<file path="src/wiper_map.svh">
// register offsets, reset values, field positions and timing counts
// assumes a 200 MHz mclk
`ifndef WIPER_MAP_SVH
`define WIPER_MAP_SVH

`define WIPER_OFFSET    8'h00
`define WIPER_W         7
`define WIPER_RST       7'h40
`define BITS_PER_BYTE   4'h8
`define DIR_BIT         0
`define DIR_READ        1'b1
`define CLK_PERIOD_NS   5
`define PWRUP_NS        1000
`define PWRUP_CYC       ((`PWRUP_NS + `CLK_PERIOD_NS - 1) / `CLK_PERIOD_NS)

`endif

</file>
<file path="src/wiper_pkg.sv">
// types shared by the wiper slave and its helpers
// assumes wiper_map.svh holds the numbers
package wiper_pkg;

  typedef enum logic [3:0] {
    st_idle,
    st_id,
    st_id_ack,
    st_addr,
    st_addr_ack,
    st_wdata,
    st_wdata_ack,
    st_tx,
    st_tx_ack
  } slave_state_e;

  typedef struct packed {
    logic scl;
    logic sda;
  } bus_pins_s;

  typedef struct packed {
    logic start;
    logic stop;
    logic rise;
    logic fall;
  } bus_events_s;

endpackage

</file>
<file path="src/pin_sync.sv">
// three-flop synchroniser with agreement filter, one lane per pin
// assumes pins are asynchronous to mclk
module pin_sync
  import wiper_pkg::*;
(
  input  wire logic      mclk,
  input  wire logic      rst,
  input  wire logic      clk_en,
  input  wire bus_pins_s pins_in,
  output bus_pins_s      pins_out
);

  logic [1:0] s1_q;
  logic [1:0] s2_q;
  logic [1:0] s3_q;
  logic [1:0] lvl_q;

  genvar i;
  generate
    for (i = 0; i < 2; i++) begin : g_lane
      always_ff @(posedge mclk or posedge rst) begin
        if (rst) begin
          s1_q[i]  <= 1'b1;
          s2_q[i]  <= 1'b1;
          s3_q[i]  <= 1'b1;
          lvl_q[i] <= 1'b1;
        end else if (clk_en) begin
          s1_q[i] <= pins_in[i];
          s2_q[i] <= s1_q[i];
          s3_q[i] <= s2_q[i];
          // a change counts only when stages two and three agree
          if (s2_q[i] == s3_q[i]) begin
            lvl_q[i] <= s3_q[i];
          end
        end
      end
    end
  endgenerate

  assign pins_out = lvl_q;

endmodule

</file>
<file path="src/bus_cond.sv">
// start, stop and scl edge detection on filtered bus levels
// assumes both inputs are already synchronised to mclk
module bus_cond
  import wiper_pkg::*;
(
  input  wire logic      mclk,
  input  wire logic      rst,
  input  wire logic      clk_en,
  input  wire bus_pins_s lvl,
  output bus_events_s    ev
);

  bus_pins_s prev_q;

  always_ff @(posedge mclk or posedge rst) begin
    if (rst) begin
      prev_q <= '1;
    end else if (clk_en) begin
      prev_q <= lvl;
    end
  end

  always_comb begin
    ev.start = clk_en & prev_q.scl & lvl.scl & prev_q.sda & ~lvl.sda;
    ev.stop  = clk_en & prev_q.scl & lvl.scl & ~prev_q.sda & lvl.sda;
    ev.rise  = clk_en & ~prev_q.scl & lvl.scl;
    ev.fall  = clk_en & prev_q.scl & ~lvl.scl;
  end

endmodule

</file>
<file path="src/serial_wiper_position_slave.sv">
// two-wire slave holding a seven-bit wiper position
// assumes scl and sda arrive from pins; sda is open drain
`include "wiper_map.svh"

module serial_wiper_position_slave
  import wiper_pkg::*;
#(
  parameter logic [6:0] DEV_CODE = 7'h55  // arbitrary value
)
(
  input  wire logic                   mclk,
  input  wire logic                   rst,
  input  wire logic                   clk_en,
  input  wire logic                   scl_in,
  input  wire logic                   sda_in,
  output logic                        sda_out,
  output logic                        sda_oe,
  output logic [`WIPER_W-1:0]         wiper_pos,
  output logic                        pwrup_busy
);

  // ----------------------------------------------------------------
  // pin conditioning
  // ----------------------------------------------------------------

  bus_pins_s   pins_raw;
  bus_pins_s   lvl;
  bus_events_s ev;

  assign pins_raw = '{scl: scl_in, sda: sda_in};

  pin_sync u_sync (
    .mclk     (mclk),
    .rst      (rst),
    .clk_en   (clk_en),
    .pins_in  (pins_raw),
    .pins_out (lvl)
  );

  bus_cond u_cond (
    .mclk   (mclk),
    .rst    (rst),
    .clk_en (clk_en),
    .lvl    (lvl),
    .ev     (ev)
  );

  // ----------------------------------------------------------------
  // state
  // ----------------------------------------------------------------

  slave_state_e        state_q;
  logic [3:0]          cnt_q;
  logic [7:0]          shift_q;
  logic [7:0]          tx_q;
  logic [`WIPER_W-1:0] wiper_q;
  logic                dir_rd_q;
  logic                mack_q;
  logic                sda_oe_q;
  logic                sda_out_q;
  logic [7:0]          pwr_cnt_q;
  logic                pwr_busy_q;

  logic                start_ok;
  logic                byte_done;
  logic                id_ok;
  logic                addr_ok;
  logic                rx_state;

  assign start_ok  = ev.start & ~pwr_busy_q;
  assign byte_done = ev.fall & (cnt_q == `BITS_PER_BYTE);
  assign id_ok     = (shift_q[7:1] == DEV_CODE);
  assign addr_ok   = (shift_q == `WIPER_OFFSET);
  assign rx_state  = (state_q == st_id) | (state_q == st_addr) | (state_q == st_wdata);

  // ----------------------------------------------------------------
  // power-up sequence
  // ----------------------------------------------------------------

  always_ff @(posedge mclk or posedge rst) begin
    if (rst) begin
      pwr_cnt_q  <= 8'h00;
      pwr_busy_q <= 1'b1;
    end else if (clk_en && pwr_busy_q) begin
      if (pwr_cnt_q == 8'(`PWRUP_CYC - 1)) begin
        pwr_busy_q <= 1'b0;
      end
      pwr_cnt_q <= pwr_cnt_q + 8'h01;
    end
  end

  // ----------------------------------------------------------------
  // protocol sequencer
  // ----------------------------------------------------------------

  always_ff @(posedge mclk or posedge rst) begin
    if (rst) begin
      state_q <= st_idle;
    end else if (start_ok) begin
      state_q <= st_id;
    end else if (ev.stop) begin
      state_q <= st_idle;
    end else if (ev.fall) begin
      case (state_q)
        st_id: begin
          if (byte_done) begin
            state_q <= id_ok ? st_id_ack : st_idle;
          end
        end
        st_id_ack: begin
          state_q <= dir_rd_q ? st_tx : st_addr;
        end
        st_addr: begin
          if (byte_done) begin
            state_q <= addr_ok ? st_addr_ack : st_idle;
          end
        end
        st_addr_ack: begin
          state_q <= st_wdata;
        end
        st_wdata: begin
          if (byte_done) begin
            state_q <= st_wdata_ack;
          end
        end
        st_wdata_ack: begin
          state_q <= st_idle;
        end
        st_tx: begin
          if (byte_done) begin
            state_q <= st_tx_ack;
          end
        end
        st_tx_ack: begin
          state_q <= mack_q ? st_tx : st_idle;
        end
        default: begin
          state_q <= st_idle;
        end
      endcase
    end
  end

  // ----------------------------------------------------------------
  // bit counter
  // ----------------------------------------------------------------

  always_ff @(posedge mclk or posedge rst) begin
    if (rst) begin
      cnt_q <= 4'h0;
    end else if (start_ok) begin
      cnt_q <= 4'h0;
    end else if (byte_done) begin
      cnt_q <= 4'h0;
    end else if (ev.rise && (rx_state || state_q == st_tx)) begin
      cnt_q <= cnt_q + 4'h1;
    end
  end

  // ----------------------------------------------------------------
  // receive shifter and direction
  // ----------------------------------------------------------------

  always_ff @(posedge mclk or posedge rst) begin
    if (rst) begin
      shift_q <= 8'h00;
    end else if (ev.rise && rx_state) begin
      shift_q <= {shift_q[6:0], lvl.sda};
    end
  end

  always_ff @(posedge mclk or posedge rst) begin
    if (rst) begin
      dir_rd_q <= 1'b0;
    end else if (byte_done && state_q == st_id) begin
      dir_rd_q <= (shift_q[`DIR_BIT] == `DIR_READ);
    end
  end

  // ----------------------------------------------------------------
  // master acknowledge during read
  // ----------------------------------------------------------------

  always_ff @(posedge mclk or posedge rst) begin
    if (rst) begin
      mack_q <= 1'b0;
    end else if (ev.rise && state_q == st_tx_ack) begin
      mack_q <= ~lvl.sda;
    end
  end

  // ----------------------------------------------------------------
  // wiper position register
  // ----------------------------------------------------------------

  always_ff @(posedge mclk or posedge rst) begin
    if (rst) begin
      wiper_q <= `WIPER_RST;
    end else if (byte_done && state_q == st_wdata) begin
      wiper_q <= shift_q[`WIPER_W-1:0];
    end
  end

  // code drives the tap select directly, so taps follow the code in order
  assign wiper_pos = wiper_q;

  // ----------------------------------------------------------------
  // transmit shifter
  // ----------------------------------------------------------------

  always_ff @(posedge mclk or posedge rst) begin
    if (rst) begin
      tx_q <= 8'h00;
    end else if (ev.fall) begin
      if ((state_q == st_id_ack && dir_rd_q) || (state_q == st_tx_ack && mack_q)) begin
        tx_q <= {1'b0, wiper_q};
      end else if (state_q == st_tx) begin
        tx_q <= {tx_q[6:0], 1'b0};
      end
    end
  end

  // ----------------------------------------------------------------
  // sda driver, changed on scl falling edges and released at a start or stop
  // ----------------------------------------------------------------

  always_ff @(posedge mclk or posedge rst) begin
    if (rst) begin
      sda_oe_q <= 1'b0;
    end else if (start_ok || ev.stop) begin
      sda_oe_q <= 1'b0;
    end else if (ev.fall) begin
      case (state_q)
        st_id: begin
          sda_oe_q <= byte_done & id_ok;
        end
        st_addr: begin
          sda_oe_q <= byte_done & addr_ok;
        end
        st_wdata: begin
          sda_oe_q <= byte_done;
        end
        st_id_ack: begin
          sda_oe_q <= dir_rd_q;  // msb of the read byte is zero
        end
        st_tx: begin
          sda_oe_q <= byte_done ? 1'b0 : ~tx_q[6];
        end
        st_tx_ack: begin
          sda_oe_q <= mack_q;
        end
        default: begin
          sda_oe_q <= 1'b0;
        end
      endcase
    end
  end

  always_ff @(posedge mclk or posedge rst) begin
    if (rst) begin
      sda_out_q <= 1'b0;
    end else if (clk_en) begin
      sda_out_q <= 1'b0;
    end
  end

  assign sda_oe     = sda_oe_q;
  assign sda_out    = sda_out_q;
  assign pwrup_busy = pwr_busy_q;

  // ----------------------------------------------------------------
  // checks
  // ----------------------------------------------------------------

  a_por_midscale: assert property (
    @(posedge mclk) $fell(rst) |-> (wiper_q == `WIPER_RST))
    else $error("wiper not at midscale after reset");

  a_pwrup_start: assert property (
    @(posedge mclk) disable iff (rst)
    (pwr_busy_q && ev.start && state_q == st_idle) |=> (state_q == st_idle))
    else $error("start taken during power-up");

  a_sda_low_scl: assert property (
    @(posedge mclk) disable iff (rst)
    (sda_oe_q != $past(sda_oe_q)) && !$past(ev.start) && !$past(ev.stop) |-> !lvl.scl)
    else $error("sda changed while scl high");

  a_idle_release: assert property (
    @(posedge mclk) disable iff (rst)
    (state_q == st_idle) |-> !sda_oe_q)
    else $error("sda driven while idle");

  a_id_ack: assert property (
    @(posedge mclk) disable iff (rst)
    (byte_done && state_q == st_id && id_ok && !start_ok && !ev.stop)
      |=> sda_oe_q && (state_q == st_id_ack))
    else $error("valid id not acknowledged");

  a_bad_addr: assert property (
    @(posedge mclk) disable iff (rst)
    (byte_done && state_q == st_addr && !addr_ok && !start_ok && !ev.stop)
      |=> !sda_oe_q && (state_q == st_idle))
    else $error("bad address acknowledged");

  a_wiper_load: assert property (
    @(posedge mclk) disable iff (rst)
    (byte_done && state_q == st_wdata && !start_ok && !ev.stop)
      |=> (wiper_q == $past(shift_q[6:0])) && (state_q == st_wdata_ack))
    else $error("write data not loaded");

  a_read_msb: assert property (
    @(posedge mclk) disable iff (rst)
    (ev.fall && state_q == st_id_ack && dir_rd_q && !start_ok && !ev.stop)
      |=> sda_oe_q && (tx_q[7] == 1'b0) && (state_q == st_tx))
    else $error("read byte msb not zero");

  a_read_end: assert property (
    @(posedge mclk) disable iff (rst)
    (ev.fall && state_q == st_tx_ack && !mack_q && !start_ok && !ev.stop)
      |=> (state_q == st_idle) && !sda_oe_q)
    else $error("read continued without master ack");

  a_tx_release: assert property (
    @(posedge mclk) disable iff (rst)
    (byte_done && state_q == st_tx)
      |=> !sda_oe_q && (state_q == st_tx_ack))
    else $error("sda not released after eighth bit");

  a_read_more: assert property (
    @(posedge mclk) disable iff (rst)
    (ev.fall && state_q == st_tx_ack && mack_q)
      |=> sda_oe_q && (tx_q == {1'b0, wiper_q}) && (state_q == st_tx))
    else $error("read stopped despite master ack");

  a_write_standby: assert property (
    @(posedge mclk) disable iff (rst)
    (ev.fall && state_q == st_wdata_ack)
      |=> (state_q == st_idle) && !sda_oe_q)
    else $error("no standby after write");

  a_read_id_ack: assert property (
    @(posedge mclk) disable iff (rst)
    (byte_done && state_q == st_id && id_ok && shift_q[`DIR_BIT])
      |=> sda_oe_q && dir_rd_q)
    else $error("read id not acknowledged");

  a_no_start: assert property (
    @(posedge mclk) disable iff (rst)
    (state_q == st_idle && !start_ok) |=> (state_q == st_idle) && !sda_oe_q)
    else $error("left idle without start");

  a_wiper_hold: assert property (
    @(posedge mclk) disable iff (rst)
    !(byte_done && state_q == st_wdata) |=> $stable(wiper_q))
    else $error("wiper changed outside a data byte");

endmodule

</file>
<file path="config.mk">
export PLATFORM = sky130hd
export DESIGN_NAME = serial_wiper_position_slave
export DESIGN_NICKNAME = d
export VERILOG_FILES = /design/src/wiper_pkg.sv /design/src/pin_sync.sv /design/src/bus_cond.sv /design/src/serial_wiper_position_slave.sv
export VERILOG_INCLUDE_DIRS = /design/src
export SDC_FILE = /design/constraint.sdc
export NUM_CORES = 1
export LEC_CHECK = 0
export ABC_AREA = 1
export BUFFER_PORTS_ARGS = -buffer_cell sky130_fd_sc_hd__clkbuf_2
export CORE_AREA = 2 2 74 76
export CTS_CLUSTER_DIAMETER = 30
export DETAILED_ROUTE_END_ITERATION = 6
export DIE_AREA = 0 0 76 78
export PLACE_DENSITY_LB_ADDON = 0.05
export SLEW_MARGIN = 20
export SYNTH_ARGS = -nofsm -noshare
export SYNTH_HDL_FRONTEND = slang
export SYNTH_SLANG_ARGS = --single-unit
</file>
<file path="constraint.sdc">
create_clock -name mclk -period 2 [get_ports mclk]
set_input_delay 0.3 -clock mclk [delete_from_list [all_inputs] [get_ports mclk]]
set_output_delay 0.3 -clock mclk [all_outputs]
set_load 0.05 [all_outputs]
</file>
* After elaboration in Yosys (flattened, before gate mapping)
Cells that the tools add are included.
** Storage, ports and cells
- Bits in registers :: 52
- Input port bits :: 5
- Output and inout port bits :: 10
- Logic and storage cells :: 101
** Operators by class
- Add/subtract/negate cells :: 2
- Equal/unequal tests :: 16
- Muxes and demuxes :: 21
- Bitwise operators :: 21
- Reductions and logical operators :: 21
** Operators with widths (count)
- $mux 4 :: 10
- $pmux 4 s7 :: 1
- $ne 4x4->1 const B :: 4
- $mux 7 :: 2
- $and 1x1->1 :: 13
- $eq 4x3->1 const B :: 3
- $mux 3 :: 3
- $add 8x1->8 const B :: 1
- $eq 4x2->1 const B :: 2
- $eq 4x4->1 const B :: 2
- $eq 8x8->1 const B :: 1
- $logic_and 1x1->1 :: 8
- $logic_not 8->1 :: 1
- $reduce_and 2->1 :: 4
- $eq 7x7->1 const B :: 1
- $not 1->1 :: 6
- $pmux 1 s6 :: 1
- $reduce_bool 3->1 :: 2
- $reduce_and 5->1 :: 1
- $add 4x1->4 const B :: 1
- $eq 4x1->1 const B :: 1
- $reduce_bool 2->1 :: 2
- $logic_or 1x1->1 :: 3
- $mux 1 :: 3
- 3 further kinds :: 5

* Logic depth before layout (Yosys ltp)
Gate-level depths: netlist (run 1).
- Depth in word-level cells :: 8
- Mapped depth :: 11
- Mapped depth without buffers :: 11

* By module
Synthesis (run 1) repeated with hierarchy kept, for this count alone.
** Unflattened totals
- Cells, all modules :: 338
- Area total of the unflattened synthesis :: 2673.8 µm²
** Modules (own cells, without submodules)
- serial_wiper_position_slave :: times used 1, cells an instance 279, area an instance 2197.1 µm², sequential area each 1053.5 µm²
- pin_sync :: times used 1, cells an instance 41, area an instance 355.3 µm², sequential area each 210.2 µm²
- bus_cond :: times used 1, cells an instance 18, area an instance 121.4 µm², sequential area each 52.6 µm²

* Least setup slack after synthesis (run 1)
No wires, ideal clock.
- Path kind :: reg-to-reg
- Start :: register pwr_busy_q (netlist: pwrup_busy)
- End :: register pwr_cnt_q[6]
- Library setup time :: 0.122 ns
- Data arrival time :: 1.420 ns
- Required time :: 1.878 ns
- Slack :: 0.458 ns
- Stages on the path, launching flop included :: 7
- Path buffers :: 0
- Clock period less this slack :: 1.542 ns
- Path through :: dfstp_2 nand2_1 inv_1 nand2_1 nor3_1 nand2_1 xor2_1
** On the way
- Word-level cells in the longest chain between the ends :: 1
** RTL lines
- start: declaration :: RTL line serial_wiper_position_slave.sv:62 : logic pwr_busy_q;
- start signal: assignment :: RTL line serial_wiper_position_slave.sv:83 : pwr_busy_q <= 1'b1;
- start signal: assignment :: RTL line serial_wiper_position_slave.sv:86 : pwr_busy_q <= 1'b0;
- $logic_and 1x1->1 :: RTL line serial_wiper_position_slave.sv:84 : end else if (clk_en && pwr_busy_q) begin
- end signal: assignment :: RTL line serial_wiper_position_slave.sv:88 : pwr_cnt_q <= pwr_cnt_q + 8'h01;
- end: declaration :: RTL line serial_wiper_position_slave.sv:61 : logic [7:0] pwr_cnt_q;
No other way between the ends.
A chain may end at the register's enable or synchronous reset.

* Worst setup path in the final report (run 1)
- Start :: register state_q[1]
- End :: register tx_q[2]
** On the way
- Word-level cells in the longest chain between the ends :: 5
- Elaborated cells between the ends (all ways) :: 9
- Classes of those cells :: 3 x eq/ne; 1 x mux; 5 x reduce/logical
** RTL lines
- start: declaration :: RTL line serial_wiper_position_slave.sv:52 : slave_state_e state_q;
- start signal: assignment :: RTL line serial_wiper_position_slave.sv:98 : state_q <= st_idle;
- start signal: assignment :: RTL line serial_wiper_position_slave.sv:100 : state_q <= st_id;
- start signal: assignment :: RTL line serial_wiper_position_slave.sv:102 : state_q <= st_idle;
- $eq 4x2->1 / $eq 4x4->1 (equally long branches) :: RTL line serial_wiper_position_slave.sv:215 : if ((state_q == st_id_ack && dir_rd_q) || (state_q == st_tx_ack && mack_q)) begin
- $logic_and 1x1->1 :: RTL line serial_wiper_position_slave.sv:215
- $logic_or 1x1->1 :: RTL line serial_wiper_position_slave.sv:215
- $reduce_bool 2->1 (no source line)
- $reduce_and 2->1 (no source line)
- end signal: assignment :: RTL line serial_wiper_position_slave.sv:216 : tx_q <= {1'b0, wiper_q};
- end signal: assignment :: RTL line serial_wiper_position_slave.sv:218 : tx_q <= {tx_q[6:0], 1'b0};
- end: declaration :: RTL line serial_wiper_position_slave.sv:55 : logic [7:0] tx_q;
Parallel ways exist; a longest one is shown, timed or not.

==> flow_metrics.env, run 1 <==
export IMPL_timing_critical_path_from_type="flip-flop"
export IMPL_rr_startpoint="state_q[1]"
export IMPL_fin_total_pwr_uw=2868
export IMPL_clock_latency_ns=0.30
export IMPL_clock_path_buffers=2
export IMPL_power_leakage_uw=0.001513
export IMPL_hpwl_microns=3708
export IMPL_num_nets_final=356
export IMPL_power_switching_uw=1015
export IMPL_run_status="finished, final reports clean"
export IMPL_count_of_yosys_warnings_during_synthesis=0
export IMPL_max_slew_margin_pct=64.42
export IMPL_ys_seq_elements=52
export IMPL_area_sequential_sq_um=1316
export IMPL_maxClockFrequency_mhz=576.3
export IMPL_dr_total_vias=2049
export IMPL_gp_routability_congestion=0.8346
export IMPL_placementRows=26
export IMPL_tritoncts_clock_tree="done"
export IMPL_clk_pin_slew_worst_paths_ns=0.10
export IMPL_reg2reg_slack_ns=0.26
export IMPL_crit_path_top_delay_cell="sky130_fd_sc_hd__dfrtp_1"
export IMPL_syn_num_nets=343
export IMPL_synth_distinct_cells=32
export IMPL_nFillCells=478
export IMPL_wl_microns=5096
export IMPL_r2r_end="tx_q[2]"
export IMPL_post_drt_wl_per_cell_microns=12.16
export IMPL_port_buffers=13
export IMPL_dr_max_layer_used="met4"
export IMPL_core_area_sq_um=5042
export IMPL_grt_max_degree=53
export IMPL_synthToLayoutAreaGrowth_pct=7.591
export IMPL_max_stage_delay_ns=0.52
export IMPL_grt_pass1_wl_microns=9004
export IMPL_number_of_levels_in_the_clock_h_tree=2
export IMPL_route_detailed_drc=0
export IMPL_end_kind="flip-flop"
export IMPL_globalRoute_totalOverflow=0
export IMPL_antenna_cells=0
export IMPL_synthesis_instances=335
export IMPL_hp_class="primary input to asynchronous set/reset pin"
export IMPL_syn_area_per_cell_sq_um=8.217
export IMPL_met2WireLength_microns=2320
export IMPL_cts_sink_count=52
export IMPL_ff2ff_path_depth=7
export IMPL_setup_total_negative_slack_ns=0
export IMPL_grt_antenna_before_repair=0
export IMPL_cts_buffers_inserted=5
export IMPL_final_util_pct=58.73
export IMPL_area_of_the_multi_input_gates_sq_um=1204
export IMPL_share_clk_of_total_power_pct=25.0
export IMPL_post_cts_setup_buffers=0
export IMPL_seqPwrFrac_pct=48.9
export IMPL_power_per_cell_area_nw_per_um2=968.5
export IMPL_first_global_vias=1966
export IMPL_setup_viol_count_final=0
export IMPL_synth_area_sq_um=2753
export IMPL_ctsHoldBuffers=0
export IMPL_grt_setup_unrepaired="false"
export IMPL_finalHoldViolations=0
export IMPL_drv_slew=0
export IMPL_final_period_utilization_pct=86.76
export IMPL_worst_path_arrival_time_ns=1.98
export IMPL_drv_max_cap_violation_count=0
export IMPL_transition_time_at_the_pin_with_the_least_slew_margin_ns=0.5322
export IMPL_vdd_drop_max_mv=0.7291
export IMPL_critical_path_cell_chain="nor2_2 > nand4_1 > nand3_2 > nand2_4 > inv_2 > nand2_1 > nand2_1"
export IMPL_initial_util_pct=54.59
export IMPL_pwr_share_comb_pct=26.1
export IMPL_layout_commonest_cell="sky130_fd_sc_hd__nand2_1"
export IMPL_post_drt_via_cell_ratio=4.890
export IMPL_mostFrequentLayoutCells="109 x sky130_fd_sc_hd__nand2_1, 40 x sky130_fd_sc_hd__dfrtp_1, 38 x sky130_fd_sc_hd__inv_1"
export IMPL_critPathRequiredTime_ns=2.25
export IMPL_ioPinCount=15
export IMPL_drt_pass1_iter_count=4
export IMPL_finalClockSkew_ns=0.007526
export IMPL_sw_frac_of_total_pct=35.40
export IMPL_detailroute_wirelength_met3_microns=137
export IMPL_internal_power_uw=1853
export IMPL_critical_path_max_fanout=11
export IMPL_floorplan_die_width_microns=76
export IMPL_seq_total_area_yosys_pct=47.82
export IMPL_ratio_of_cells_with_drive_above_1_in_the_final_layout_pct=21.49
export IMPL_timing_worst_setup_path_type="flip-flop to flip-flop"
export IMPL_clockRootBuffer="sky130_fd_sc_hd__clkbuf_8"
export IMPL_grt_use_total_pct=18.48
export IMPL_chipHeight_microns=78
export IMPL_dieArea_sq_um=5928
export IMPL_post_cts_resize_count=0
export IMPL_finalCriticalPeriod_ns=1.735
export IMPL_drt_antenna_violating_nets=0
export IMPL_met1Wirelength_microns=2605
export IMPL_drtIter0Drc=166
export IMPL_critical_path_top_cell_by_count="sky130_fd_sc_hd__nand2_1"
## Yosys cell counts, drive strengths merged
| cell type | count | area, sq um |
|---|---|---|
| ha | 3 | 37.54 |
| o22ai | 1 | 6.260 |
| inv | 42 | 157.6 |
| a31oi | 1 | 6.260 |
| dfstp | 12 | 315.3 |
| nor3 | 7 | 35.03 |
| a21oi | 4 | 20.02 |
| dfrtp | 40 | 1001 |
| o31ai | 1 | 7.510 |
| nor2 | 35 | 171.4 |
| clkbuf | 1 | 3.750 |
| nand4 | 5 | 52.55 |
| nand3 | 25 | 130.1 |
| o21ai | 25 | 181.4 |
| conb | 1 | 3.750 |
| xor2 | 4 | 35.03 |
| buf | 7 | 71.31 |
| a41oi | 1 | 8.760 |
| nand2 | 119 | 486.7 |
| nor4 | 1 | 21.27 |
## worst max-delay path by stage
stage	end	start	slack, ns	cells past startpoint
2_1_floorplan	cnt_q[0]	rst	0.46	1
3_3_place_gp	tx_q[2]	state_q[1]	0.31	7
3_5_place_dp	tx_q[6]	state_q[1]	0.29	7
4_1_cts	tx_q[6]	state_q[1]	0.26	7
5_1_grt	tx_q[6]	state_q[1]	0.06	7
6_report	tx_q[2]	state_q[1]	0.26	7
## through the flow
stage	worst slack (ns)	hold WS, ns	cells	cell area [sq um]
6_report	0.2649	0.01017	419	2962
5_1_grt	0.05594	0.03584	419	2962
4_1_cts	0.2555	0.01720	419	2962
3_5_place_dp	0.2873	0.3572	411	2850
3_3_place_gp	0.3125	0.3551	411	2850
2_1_floorplan	0.4580	0.3877	335	2753
## cell type report
| cell class | count | area share [%] |
|---|---|---|
| inverter | 42 | 5.323 |
| tap | 70 | 2.957 |
| clock inverter | 3 | 1.436 |
| clock buffer | 5 | 2.324 |
| multi-input combinational | 233 | 40.64 |
| timing repair buffer | 14 | 2.873 |
| sequential | 52 | 44.44 |
## metal layers
layer	track usage, %	vias up
li1	-	1074
met1	26.34	939
met2	29.29	32
met3	2.907	4
met4	5.636	0
met5	0	-
## state kept, by name (all words and copies together), names as in the netlist
register / cells
sda_oe: 1
u_sync.s2_q: 2
wiper_pos: 7
u_sync.s1_q: 2
pwrup_busy: 1
u_cond.prev_q: 2
pwr_cnt_q: 8
u_sync.s3_q: 2
cnt_q: 4
shift_q: 8
mack_q: 1
tx_q: 7
u_sync.pins_out: 2
state_q: 4
dir_rd_q: 1
## worst max-delay path: cells and delay by family (launching register included)
family,cells,cell delay [ns]
and+or+nand+nor,6,1.04
DFF,1,0.52
buffers and inverters,1,0.11
## power groups by stage
stage                     Clock (uW)  Sequential [uW]  Combinational (uW)
after global routing             785             1430                 859
after floorplan                    0             1410                 630
after detailed placement           0             1420                 754
after CTS                        745             1400                 757
after global placement             0             1420                 741
final                            717             1400                 750
## cell families after synthesis
| kind of cell | after synthesis | synth area share [%] |
|---|---|---|
| other | 1 | 0.1362 |
| AND/OR/NAND/NOR | 192 | 32.59 |
| AO/OA/AOI/OAI | 33 | 8.364 |
| buffers and inverters | 50 | 8.454 |
| XOR/XNOR | 4 | 1.273 |
| adder cells (fa/ha/maj) | 3 | 1.364 |
| flip-flops | 52 | 47.82 |
Power figures use the tool's default switching activity.
==> inputs of run 2 (changes only) <==
--- a/config.mk
+++ b/config.mk
@@ -8,10 +8,10 @@
 export LEC_CHECK = 0
 export ABC_AREA = 1
 export BUFFER_PORTS_ARGS = -buffer_cell sky130_fd_sc_hd__clkbuf_2
-export CORE_AREA = 2 2 74 76
+export CORE_AREA = 2 2 63 89
 export CTS_CLUSTER_DIAMETER = 30
 export DETAILED_ROUTE_END_ITERATION = 6
-export DIE_AREA = 0 0 76 78
+export DIE_AREA = 0 0 65 91
 export PLACE_DENSITY_LB_ADDON = 0.05
 export SLEW_MARGIN = 20
 export SYNTH_ARGS = -nofsm -noshare
==> run 2 against run 1 <==
First-iteration DRC count decreased by 54%. Count of clock-buffer cells in the layout increased by 2. Flip-flop and latch count unchanged. Critical endpoint is now sda_oe.
==> flow_metrics.env, run 2 (synthesis gave the netlist of run 1 again) <==
export IMPL_tritoncts_clock_tree="done"
export IMPL_layout_commonest_cell="sky130_fd_sc_hd__nand2_1"
export IMPL_grt_pass1_wl_microns=9266
export IMPL_cts_sink_count=52
export IMPL_gp_routability_congestion=0.8104
export IMPL_finalClockSkew_ns=0.008680
export IMPL_clock_latency_ns=0.31
export IMPL_worst_path_arrival_time_ns=1.76
export IMPL_critical_path_top_cell_by_count="sky130_fd_sc_hd__nand2_1"
export IMPL_hpwl_microns=3893
export IMPL_num_nets_final=359
export IMPL_end_kind="flip-flop"
export IMPL_hp_class="primary input to flip-flop"
export IMPL_first_global_vias=2047
export IMPL_drv_max_cap_violation_count=0
export IMPL_initial_util_pct=54.17
export IMPL_post_drt_via_cell_ratio=4.971
export IMPL_drt_pass1_iter_count=4
export IMPL_globalRoute_totalOverflow=0
export IMPL_core_area_sq_um=5081
export IMPL_post_drt_wl_per_cell_microns=12.39
export IMPL_finalCriticalPeriod_ns=1.560
export IMPL_max_stage_delay_ns=0.39
export IMPL_final_instance_count_excl_fill=418
export IMPL_vdd_drop_max_mv=0.5962
export IMPL_crit_path_top_delay_cell="sky130_fd_sc_hd__dfrtp_1"
export IMPL_chipHeight_microns=91
export IMPL_antenna_cells=0
export IMPL_clk_pin_slew_worst_paths_ns=0.09
export IMPL_post_cts_resize_count=0
export IMPL_mostFrequentLayoutCells="109 x sky130_fd_sc_hd__nand2_1, 40 x sky130_fd_sc_hd__dfrtp_1, 38 x sky130_fd_sc_hd__inv_1"
export IMPL_floorplan_die_width_microns=65
export IMPL_critPathTopFamily="simple AND/OR/NAND/NOR gates"
export IMPL_drtIter0Drc=76
export IMPL_synthToLayoutAreaGrowth_pct=7.182
export IMPL_setup_viol_count_final=0
export IMPL_dr_total_vias=2078
export IMPL_grt_antenna_before_repair=0
export IMPL_setup_total_negative_slack_ns=0
export IMPL_run_status="finished, final reports clean"
export IMPL_power_per_cell_area_nw_per_um2=949.8
export IMPL_placementRows=31
export IMPL_placement_setup_worst_slack_ns=0.4034
export IMPL_drt_antenna_violating_nets=0
export IMPL_placed_cells_incl_taps=409
export IMPL_critPathRequiredTime_ns=2.20
export IMPL_ioPinCount=15
export IMPL_grt_setup_unrepaired="false"
export IMPL_cts_buffers_inserted=5
export IMPL_clock_path_buffers=2
export IMPL_drv_slew=0
export IMPL_ratio_of_cells_with_drive_above_1_in_the_final_layout_pct=21.59
export IMPL_timing_worst_setup_path_type="flip-flop to flip-flop"
export IMPL_grt_use_total_pct=19.87
export IMPL_port_buffers=13
export IMPL_critical_path_max_fanout=15
export IMPL_route_detailed_drc=0
export IMPL_fin_total_pwr_uw=2802
export IMPL_final_period_utilization_pct=77.98
export IMPL_timing_critical_path_from_type="flip-flop"
export IMPL_clockRootBuffer="sky130_fd_sc_hd__clkbuf_8"
export IMPL_finalWorstSetupSlack_ns=0.4405
export IMPL_critical_path_cell_chain="inv_1 > ha_1 > nand3_1 > nor2_2 > nand2_2 > nand2_1 > nor2_1 > nand2_1 > nand2_1 > nand2_1"
export IMPL_maxClockFrequency_mhz=641.2
export IMPL_worst_path_bufs_invs=1
export IMPL_layout_top_registers="pwr_cnt_q: 8 flops, shift_q: 8 flops"
export IMPL_wl_microns=5178
export IMPL_power_leakage_uw=0.001516
export IMPL_dieArea_sq_um=5915
export IMPL_number_of_levels_in_the_clock_h_tree=2
export IMPL_grt_max_degree=21
export IMPL_finalHoldViolations=0
[run 2: cell types whose count changed in the layout (fill, tap and decap cells not counted), sizes merged]
| cell | before | now |
|---|---|---|
| clkinv | 1 | 0 |
| inv | 42 | 43 |
| clkinvlp | 1 | 0 |
| bufinv | 1 | 0 |
| buf | 1 | 3 |
| clkbuf | 18 | 20 |
| dlygate4sd3 | 0 | 1 |
[run 2: timing repair]
item / CTS / global route
buffers inserted: 0 / 0
endpoints found under the hold margin: 17 / 0
endpoints found under the setup margin: 0 / 0
hold buffers: 1 / 0
[run 2: power breakdown]
group	leakage [uW]	total (uW)	internal, uW	switching [uW]
Clock	0.0000488	629	283	346
Sequential	0.000648	1400	1240	168
Combinational	0.000820	769	250	519
Total	0.00152	2800	1770	1030
[run 2: final timing paths]
kind,startpoint,to,slack [ns],depth (start not counted)
min,scl_in,u_sync.s1_q[1],0.16,3
min in group asynchronous,rst,shift_q[4],0.52,3
max in group asynchronous,rst,pwrup_busy,0.82,4
max reg2reg,cnt_q[0],sda_oe,0.44,10
max,cnt_q[0],sda_oe,0.44,10
min reg2reg,u_sync.s1_q[1],u_sync.s2_q[1],0.46,2
[run 2: final cells by class]
class	count	area [sq um]
fill	487	2131
sequential	52	1316
multi-input combinational	233	1204
inverter	42	157.7
timing repair buffer	17	97.59
clock buffer	7	86.33
tap	66	82.58
clock inverter	1	6.256
[run 2: metal layers]
layer | wire length (microns) | vias to the layer above | GRT usage [%]
li1 | - | 1080 | -
met1 | 2245 | 971 | 23.65
met2 | 2752 | 22 | 35.65
met3 | 102 | 5 | 3.346
met4 | 78 | 0 | 6.383
met5 | 0 | - | 0
[run 2: per-stage QoR]
step                cell area [sq um]  hold slack [ns]  util, %
finish                           2950           0.1593    58.06
global route                     2950           0.1611    58.06
CTS                              2950           0.1548    58.06
detailed placement               2848           0.3058    56.05
global placement                 2848           0.3037    56.05
floorplan                        2753           0.3877        -
[run 2: worst reg2reg max path, stage by stage (launching register included)]
cell and delay, ns:
sky130_fd_sc_hd__dfrtp_1 0.39, sky130_fd_sc_hd__inv_1 0.08, sky130_fd_sc_hd__ha_1 0.19, sky130_fd_sc_hd__nand3_1 0.14, sky130_fd_sc_hd__nor2_2 0.07, sky130_fd_sc_hd__nand2_2 0.27, sky130_fd_sc_hd__nand2_1 0.10, sky130_fd_sc_hd__nor2_1 0.09
sky130_fd_sc_hd__nand2_1 0.05, sky130_fd_sc_hd__nand2_1 0.05, sky130_fd_sc_hd__nand2_1 0.04
